--- config.mk ---
export PLATFORM = sky130hd
export DESIGN_NAME = serial_reg_port
export DESIGN_NICKNAME = d
export VERILOG_FILES = /design/src/spi_port_pkg.sv /design/src/serial_reg_port.sv /design/src/two_entry_buffer.sv
export SDC_FILE = /design/constraint.sdc
export NUM_CORES = 1
export LEC_CHECK = 0
export BUFFER_PORTS_ARGS = -buffer_cell sky130_fd_sc_hd__buf_2
export CAP_MARGIN = 5
export CORE_ASPECT_RATIO = 0.8
export CORE_MARGIN = 4
export CORE_UTILIZATION = 35
export DETAILED_ROUTE_END_ITERATION = 10
export PLACE_DENSITY_LB_ADDON = 0.08
export SLEW_MARGIN = 20
export SYNTH_ARGS = -nofsm -noshare
export SYNTH_HDL_FRONTEND = slang
export SYNTH_SLANG_ARGS = --single-unit
--- constraint.sdc ---
create_clock -name CLK -period 6.5 [get_ports CLK]
set_clock_uncertainty 0.1 [all_clocks]
set_input_delay 0.975 -clock CLK [delete_from_list [all_inputs] [get_ports CLK]]
set_output_delay 0.975 -clock CLK [all_outputs]
set_load 0.1 [all_outputs]
--- src/spi_port_pkg.sv ---
// constants, types and field layout of the serial register port
// assumes one system clock; the serial clock is sampled, never used as a clock
//
// Overview of operation
// - serial input bits captured on clock rising edges
// - each access is 32 clocks in one select
// - command byte: seven address bits, read flag
// - clock modes 0/0 and 1/1 both accepted
// - write executes on 32nd rising edge
// - bits after 32nd edge of write ignored
// - early deselect cancels a write; a status or fifo read past edge 30 still advances
// - read fetch at 8th edge, MSB next fall
// - normal read returns zeros after 32 edges
// - status or fifo read advances at edge 30
// - burst fifo reads use their own addresses
// - burst: next word MSB after 32nd edge
// - burst advance at edge 30 plus 24n
// - burst continues while fifo holds data
// - no burst write; one register per frame
// - all registers readable by single frame read
package spi_port_pkg;
  localparam int ADDR_W = 7;
  localparam int DATA_W = 24;
  localparam int CNT_W = 6;

  typedef logic [ADDR_W-1:0] addr_t;
  typedef logic [DATA_W-1:0] word_t;
  typedef logic [CNT_W-1:0] count_t;

  // rising edge numbers inside a frame
  localparam count_t EDGE_CMD = 6'h08;
  localparam count_t EDGE_ADVANCE = 6'h1E;
  localparam count_t EDGE_LAST = 6'h20;
  // edge 33 of a burst lines up with edge 9 of the first word
  localparam count_t EDGE_WRAP = 6'h09;
  localparam count_t EDGE_IDLE = 6'h00;

  // value of the flag bit that follows the address
  localparam logic RW_READ = 1'b1;

  // addresses whose read moves interrupt state or a fifo pointer
  localparam addr_t ADDR_STATUS = 7'h01;
  localparam addr_t ADDR_CARDIAC_BURST = 7'h20;
  localparam addr_t ADDR_CARDIAC_SINGLE = 7'h21;
  localparam addr_t ADDR_IMPEDANCE_BURST = 7'h22;
  localparam addr_t ADDR_IMPEDANCE_SINGLE = 7'h23;

  localparam int BUF_DEPTH = 2;
  localparam word_t WORD_ZERO = 24'h000000;
endpackage

--- src/serial_reg_port.sv ---
// serial slave port: 32-clock frames, single writes, single and burst reads
// assumes host drives serial clock, select and data from another domain;
// register file and fifos sit on the user side, on the system clock
`timescale 1ns/10ps
module serial_reg_port
  import spi_port_pkg::*;
(
  input wire logic CLK,
  input wire logic RST_N,
  input wire logic SCLK,
  input wire logic CHIP_SELECT_N,
  input wire logic MOSI,
  output logic MISO,
  output logic MISO_OE,
  output logic RD_REQ,
  output spi_port_pkg::addr_t RD_ADDR,
  input wire spi_port_pkg::word_t RD_DATA,
  input wire logic FIFO_VALID,
  output logic ADVANCE,
  output spi_port_pkg::addr_t ADVANCE_ADDR,
  output logic WR_VALID,
  input wire logic WR_READY,
  output spi_port_pkg::addr_t WR_ADDR,
  output spi_port_pkg::word_t WR_DATA
);
  import spi_port_pkg::*;

  localparam int WR_W = ADDR_W + DATA_W;

  typedef struct packed {
    logic cs_s1;
    logic cs_s2;
    logic sclk_s1;
    logic sclk_s2;
    logic sclk_d;
    logic mosi_s1;
    logic mosi_s2;
    count_t cnt;
    logic [DATA_W-2:0] shreg;
    addr_t addr;
    logic is_read;
    logic is_burst;
    logic done;
    logic rd_req;
    logic capture;
    logic load_pend;
    word_t fetched;
    word_t out;
    logic miso_oe;
    logic adv;
    logic wr_pend;
    logic [WR_W-1:0] wr_word;
  } state_t;

  state_t s;
  state_t next_s;
  logic rise;
  logic fall;
  logic buf_ready;
  logic [WR_W-1:0] buf_data;

  function automatic logic is_burst_addr(input addr_t a);
    is_burst_addr = (a == ADDR_CARDIAC_BURST) || (a == ADDR_IMPEDANCE_BURST);
  endfunction

  function automatic logic moves_state(input addr_t a);
    moves_state = (a == ADDR_STATUS) || is_burst_addr(a) ||
                  (a == ADDR_CARDIAC_SINGLE) || (a == ADDR_IMPEDANCE_SINGLE);
  endfunction

  // edges seen on the second synchroniser stage against a third copy
  assign rise = s.sclk_s2 & ~s.sclk_d;
  assign fall = ~s.sclk_s2 & s.sclk_d;

  assign MISO = s.out[DATA_W-1];
  assign MISO_OE = s.miso_oe;
  assign RD_REQ = s.rd_req;
  assign RD_ADDR = s.addr;
  assign ADVANCE = s.adv;
  assign ADVANCE_ADDR = s.addr;
  assign WR_ADDR = buf_data[WR_W-1:DATA_W];
  assign WR_DATA = buf_data[DATA_W-1:0];

  always_comb
  begin
    count_t cnt_now;
    cnt_now = EDGE_IDLE;
    next_s = s;
    next_s.cs_s1 = CHIP_SELECT_N;
    next_s.cs_s2 = s.cs_s1;
    next_s.sclk_s1 = SCLK;
    next_s.sclk_s2 = s.sclk_s1;
    next_s.sclk_d = s.sclk_s2;
    next_s.mosi_s1 = MOSI;
    next_s.mosi_s2 = s.mosi_s1;
    next_s.rd_req = 1'b0;
    next_s.adv = 1'b0;
    next_s.capture = s.rd_req;
    // read data is taken one cycle after the request, well before the next fall
    if (s.capture)
    begin
      next_s.fetched = RD_DATA;
      next_s.load_pend = 1'b1;
    end
    if (s.wr_pend && buf_ready)
    begin
      next_s.wr_pend = 1'b0;
    end
    if (s.cs_s2)
    begin
      // deselect: no write is queued before edge 32, so nothing executes
      next_s.cnt = EDGE_IDLE;
      next_s.done = 1'b0;
      next_s.is_read = 1'b0;
      next_s.is_burst = 1'b0;
      next_s.load_pend = 1'b0;
      next_s.capture = 1'b0;
      next_s.out = WORD_ZERO;
      next_s.miso_oe = 1'b0;
    end
    else
    begin
      next_s.miso_oe = 1'b1;
      // only rising edges are counted, so both clock idle levels work
      if (rise && !s.done)
      begin
        next_s.shreg = {s.shreg[DATA_W-3:0], s.mosi_s2};
        cnt_now = (s.cnt == EDGE_LAST) ? EDGE_WRAP : s.cnt + 6'h01;
        next_s.cnt = cnt_now;
        if (cnt_now == EDGE_CMD && s.cnt != EDGE_LAST)
        begin
          next_s.addr = s.shreg[ADDR_W-1:0];
          next_s.is_read = (s.mosi_s2 == RW_READ);
          next_s.is_burst = is_burst_addr(s.shreg[ADDR_W-1:0]);
          next_s.rd_req = (s.mosi_s2 == RW_READ);
        end
        if (cnt_now == EDGE_ADVANCE && s.is_read && moves_state(s.addr))
        begin
          next_s.adv = 1'b1;
        end
        if (cnt_now == EDGE_LAST)
        begin
          if (!s.is_read)
          begin
            // one register per frame; later bits are dropped
            next_s.wr_pend = 1'b1;
            next_s.wr_word = {s.addr, s.shreg[DATA_W-2:0], s.mosi_s2};
            next_s.done = 1'b1;
          end
          else if (s.is_burst && FIFO_VALID)
          begin
            next_s.rd_req = 1'b1;
          end
          else
          begin
            next_s.done = 1'b1;
          end
        end
      end
      if (fall)
      begin
        if (s.load_pend)
        begin
          next_s.out = s.fetched;
          next_s.load_pend = 1'b0;
        end
        else
        begin
          // zero fill means excess clocks read back zeros
          next_s.out = {s.out[DATA_W-2:0], 1'b0};
        end
      end
    end
  end

  always_ff @(posedge CLK)
  begin
    if (!RST_N)
    begin
      s <= '0;
      s.cs_s1 <= 1'b1;
      s.cs_s2 <= 1'b1;
    end
    else
    begin
      s <= next_s;
    end
  end

  // writes queue here so a register file busy for up to three writes loses no word
  two_entry_buffer #(
    .WIDTH(WR_W),
    .DEPTH(BUF_DEPTH)
  ) u_write_buffer (
    .clk(CLK),
    .rst_n(RST_N),
    .in_valid(s.wr_pend),
    .in_ready(buf_ready),
    .in_data(s.wr_word),
    .out_valid(WR_VALID),
    .out_ready(WR_READY),
    .out_data(buf_data)
  );
endmodule

--- src/two_entry_buffer.sv ---
// small first-in first-out buffer with valid and ready on both sides
// assumes both sides on the same clock; synchronous active-low reset
`timescale 1ns/10ps
module two_entry_buffer #(
  parameter int WIDTH = 31,
  parameter int DEPTH = 2
) (
  input wire logic clk,
  input wire logic rst_n,
  input wire logic in_valid,
  output logic in_ready,
  input wire logic [WIDTH-1:0] in_data,
  output logic out_valid,
  input wire logic out_ready,
  output logic [WIDTH-1:0] out_data
);
  localparam int PW = (DEPTH > 1) ? $clog2(DEPTH) : 1;
  localparam logic [PW-1:0] LAST = PW'(DEPTH - 1);
  localparam logic [PW:0] FULL = (PW + 1)'(DEPTH);

  typedef struct packed {
    logic [DEPTH-1:0][WIDTH-1:0] mem;
    logic [PW-1:0] wp;
    logic [PW-1:0] rp;
    logic [PW:0] count;
  } state_t;

  state_t s;
  state_t next_s;
  logic push;
  logic pop;

  assign in_ready = (s.count != FULL);
  assign out_valid = (s.count != '0);
  assign out_data = s.mem[s.rp];
  assign push = in_valid & in_ready;
  assign pop = out_valid & out_ready;

  always_comb
  begin
    next_s = s;
    if (push)
    begin
      next_s.mem[s.wp] = in_data;
      next_s.wp = (s.wp == LAST) ? '0 : s.wp + 1'b1;
    end
    if (pop)
    begin
      next_s.rp = (s.rp == LAST) ? '0 : s.rp + 1'b1;
    end
    // a stalled drain keeps the count up, so in_ready drops and the source waits
    if (push && !pop)
    begin
      next_s.count = s.count + 1'b1;
    end
    else if (pop && !push)
    begin
      next_s.count = s.count - 1'b1;
    end
  end

  always_ff @(posedge clk)
  begin
    if (!rst_n)
    begin
      s <= '0;
    end
    else
    begin
      s <= next_s;
    end
  end
endmodule

; ---- Yosys cells after proc, flatten, opt, wreduce, memory -nomap -nowiden
; Cells that the tools add are included.
[classes]
addsub = 5
magnitude_cmp = 3
n_eq_ne = 14
muxes = 27
bitwise_logic = 10
reduce_logical = 26
[op_table]
columns = operator, n
row1 = 2-to-1 mux 32 bit, 4
row2 = 2-to-1 mux 31 bit, 3
row3 = bitwise mux 62 bit, 1
row4 = "equality test 7 x 6 -> 1 bit, second input constant", 6
row5 = demux 31 bit (select 1 bit), 1
row6 = 2-to-1 mux 25 bit, 1
row7 = 2-to-1 mux 24 bit, 1
row8 = 2-to-1 mux 1 bit, 13
row9 = "equality test 6 bit, second input constant", 2
row10 = logical AND 1 bit, 9
row11 = "equality test 7 x 1 -> 1 bit, second input constant", 1
row12 = "adder 6 x 1 -> 6 bit, second input constant", 1
row13 = "equality test 6 x 4 -> 1 bit, second input constant", 1
row14 = "equality test 6 x 5 -> 1 bit, second input constant", 1
row15 = 2-to-1 mux 6 bit, 1
row16 = "inequality test 6 bit, second input constant", 1
row17 = NOT 1 bit, 6
row18 = AND reduction 3 bit, 2
row19 = logical OR 1 bit, 5
row20 = bitwise AND 1 bit, 4
row21 = "< comparator 1 x 2 -> 1 bit, second input constant", 2
row22 = 2-to-1 mux 2 bit, 2
row23 = "inequality test 2 bit, second input constant", 2
row24 = AND reduction 2 bit, 2
row25 = other kinds (9), 13
[totals]
ff_bits = 197
inputBits = 31
output_inout_bits = 50

; ---- Longest topological paths before layout
[logic_depth]
depth_word = 8
ltp_mapped = 8
ltp_nobuf = 7

; ---- Cells and area by module
; A second synthesis with hierarchy kept.
[unflattened]
cells_unflattened = 867
hier_area_um2 = 8435.6
[modules_own_cells]
columns = module, instances, cells_per_inst, area_each_um2
row1 = serial_reg_port, 1, 575, 5431.5
row2 = two_entry_buffer, 1, 292, 3004.1

; ---- Worst setup path before layout
; OpenSTA, ideal clock, no wires.
[synth_timing]
path_type = register to output
from = register u_write_buffer.s[2] (netlist bit)
to = output port WR_ADDR[0]
arrival_ns = 1.413
required_ns = 5.425
slack_ns = 4.012
stages_incl_launch_ff = 4
n_path_buf = 2
path_cell_list = dfxtp_1 clkbuf_1 clkbuf_1 mux2_2
[synth_via]
elab_chain_len = 2
[synth_rtl]
columns = item, line_no
row1 = start: declaration, two_entry_buffer.sv:28  ; state_t s;
row2 = start signal: assignment, two_entry_buffer.sv:70  ; s <= next_s;
row3 = 2-to-1 mux 31 bit (implied by the code) (2 in a row), two_entry_buffer.sv:35  ; assign out_data = s.mem[s.rp];
row4 = end: declaration, serial_reg_port.sv:23  ; output spi_port_pkg::addr_t WR_ADDR,
; Every way passes these cells. The select of a mux whose other input is x is not followed.

; ---- Worst setup path after layout
[layout_timing]
from = register u_write_buffer.s[2] (netlist bit)
to = output port WR_ADDR[2]
; The elaborated chain is that of the path after synthesis.

==> flow_metrics.tcl <==
set metrics [dict create \
    status "complete, no violations" \
    dr.pass1.iters 4 \
    ff2ff_setup_slack_ns 3.56 \
    slew_violations 0 \
    die_h_um 144 \
    synthArstFlopShare_pct 0 \
    seq_area_frac_synth_pct 48.5 \
    clk-insertion-delay-late_ns 0.42 \
    cts_max_level 4 \
    dr_total_vias 5705 \
    die-width_um 178 \
    synthFlopType "dfxtp_1" \
    gr-total-overflow 0 \
    die-area_um2 25700 \
    irDropWorstVdd_uv 132 \
    startpoint "u_write_buffer.s[2]" \
    rows 49 \
    vias_per_cell 4.62 \
    cts_root_buf "clkbuf_16" \
    grt_pass1_vias 5513 \
    boundaryPins 81 \
    synth_area_per_cell_um2 9.18 \
    synth_fp_nets 921 \
    grt_usage_pct 14.4 \
    drc_errors 0 \
    drt_iter0_drc 297 \
    cp.arrival_ns 1.90 \
    reg2reg_from "next_s[126]" \
    crit_fanout 32 \
    worstPathRequired_ns 5.42 \
    syn_inst 885 \
    clkPwrFrac_pct 45.8 \
    final_core_util_pct 40.7 \
    nets 952 \
    critical_path_class "register to output pin" \
    critPathCapture "WR_ADDR[2]" \
    post-route-min-period_ns 2.98 \
    hold_buffers 0 \
    routed_wl_mm 18.1 \
    p_int_mw 1.81 \
    p_leak_nw 3.11 \
    relSlewSlack_pct 28.9 \
    r2r_cells 6 \
    initial_core_util_pct 35.8 \
    numCtsBuffers 17 \
    worstSetupPathDepth 3 \
    final_common_cell "nand2_1" \
    syn_area_um2 8130 \
    totalNegativeSetupSlack_ns 0 \
    ys_warn_count 0 \
    core_um2 22700 \
    rsz0062_at_grt "false" \
    grt_max_degree 110 \
    swShare_pct 22.3 \
    cts_post_setup_buffers_inserted 0 \
    dp.final_hpwl_mm 11.3 \
    dp.cells 1203 \
    synth_cell_types 46 \
    ys_ff_latch 197 \
    cts_tree "built" \
    diodes 0 \
    setup_viol 0 \
    most-common-layout-cells "nand2_1, dfxtp_1, a21boi_0" \
    worstPathCellList "buf_4 -> mux2_2 -> buf_2" \
    min_path_type "register to register" \
    ant_nets 0 \
    cts_buffer_depth 2 \
    cp-start-kind "register" \
    combPwrFrac_pct 2.1 \
    antenna_found_initial 0 \
    power_density_nw_per_um2 252 \
    worst_path_largest_cell_delay_ns 0.44 \
    cp_slowest_cell "mux2_2" \
    worst_slew_pin_slew_ns 1.06 \
    cts_num_sinks 197 \
    gp_congestion 0.794 \
    drt-wirelength-per-cell_um 14.6 \
    clk_pin_slew_ns 0.07 \
    synth-edff-count 0 \
    area_growth_pct 13.5 \
    drive_above_1_share_pct 17.3 \
    seqPwrFrac_pct 52.1 \
    max_freq_mhz 336 \
    fin_crit_sh_pct 45.8 \
    switching_power_mw 0.518 \
    cts-resized-gates 0 \
    hold_viol 0 \
    crit_family "buffers and inverters" \
    max_cap_violations 0 \
    critPathBufInv 2 \
    io_buffers 80 \
    final_cells 1235 \
    grt_pass1_wl_mm 29.9 \
    r2r-end "s[23]" \
    crit_path_end_kind "output pin" \
]
## cells in the mapped netlist, types with 9 or more instances
library cell	count	area, µm²
nand2_1	243	912
nor2b_1	27	169
nor2_1	29	109
mux2_2	31	349
and2_1	9	56.3
dfxtp_1	197	3940
mux2i_1	85	851
clkbuf_1	50	188
a211oi_1	26	195
a21boi_0	87	653
nand3_1	9	45.0
buf_4	17	128
## per-layer routing
layer | routed length, µm | GRT usage, % | up-vias
met5 | 0 | 0 | -
met4 | 159 | 3.39 | 0
met3 | 813 | 2.80 | 9
met2 | 7410 | 20.7 | 73
met1 | 9680 | 22.2 | 2626
li1 | - | - | 2997
## cells by family (layout without fill, tap and decap cells)
kind of cell | Yosys count | count (layout) | share of synthesized area [%]
simple gates | 344 | 344 | 18.3
flops | 197 | 197 | 48.5
compound gates | 132 | 132 | 12.0
mux | 116 | 116 | 14.8
buf+inv | 83 | 127 | 4.71
xor+xnor | 8 | 8 | 0.862
fa+ha+maj | 5 | 5 | 0.770
## state kept, by name (all words and copies together) (netlist names)
register and cells:
RD_REQ 1, ADVANCE_ADDR 7, ADVANCE 1, s 116, MISO 1, u_write_buffer.s 66
MISO_OE 1, next_s 4
## power groups by stage
| stage | clock network, mW | registers, mW | logic [mW] |
|---|---|---|---|
| after floorplan | 0 | 1.24 | 0.0307 |
| after global placement | 0 | 1.24 | 0.0490 |
| after detailed placement | 0 | 1.24 | 0.0490 |
| after CTS | 1.10 | 1.21 | 0.0492 |
| after global routing | 1.14 | 1.21 | 0.0527 |
| final | 1.07 | 1.21 | 0.0482 |
## per-stage QoR
stage	worst slack (ns)	instance area, µm²	hold WS (ns)	power [mW]
global placement	3.51	8630	0.290	1.29
CTS	3.49	9230	0.313	2.36
floorplan	4.01	8130	0.286	1.27
detailed placement	3.48	8630	0.295	1.29
global route	3.31	9230	0.342	2.41
finish	3.52	9230	0.308	2.32
## how the worst min path moves through the flow
stage | cells past startpoint | start | slack (ns) | end
finish | 1 | next_s[129] | 0.31 | s[129]
global route | 1 | next_s[129] | 0.34 | s[129]
CTS | 1 | next_s[129] | 0.31 | s[129]
detailed placement | 1 | next_s[129] | 0.30 | s[129]
global placement | 1 | next_s[129] | 0.29 | s[129]
floorplan | 1 | next_s[129] | 0.29 | s[129]
## cell type report
cell class	instances	area, µm²
fillers	2304	13500
flip-flops and latches	197	3940
multi-input cells	605	3820
repair buffers	87	455
clock buffers	17	425
well taps	306	383
clock inverters	15	170
inverters	8	30.0
## worst reg2reg max path: cells and delay by family (launching register included)
kind / cells / cell delay (ns)
AO/OA/AOI/OAI: 1 / 0.31
buffers and inverters: 1 / 0.51
flip-flops: 1 / 0.40
multiplexers: 1 / 0.28
AND/OR/NAND/NOR: 3 / 1.27
Power figures use the tool's default switching activity.
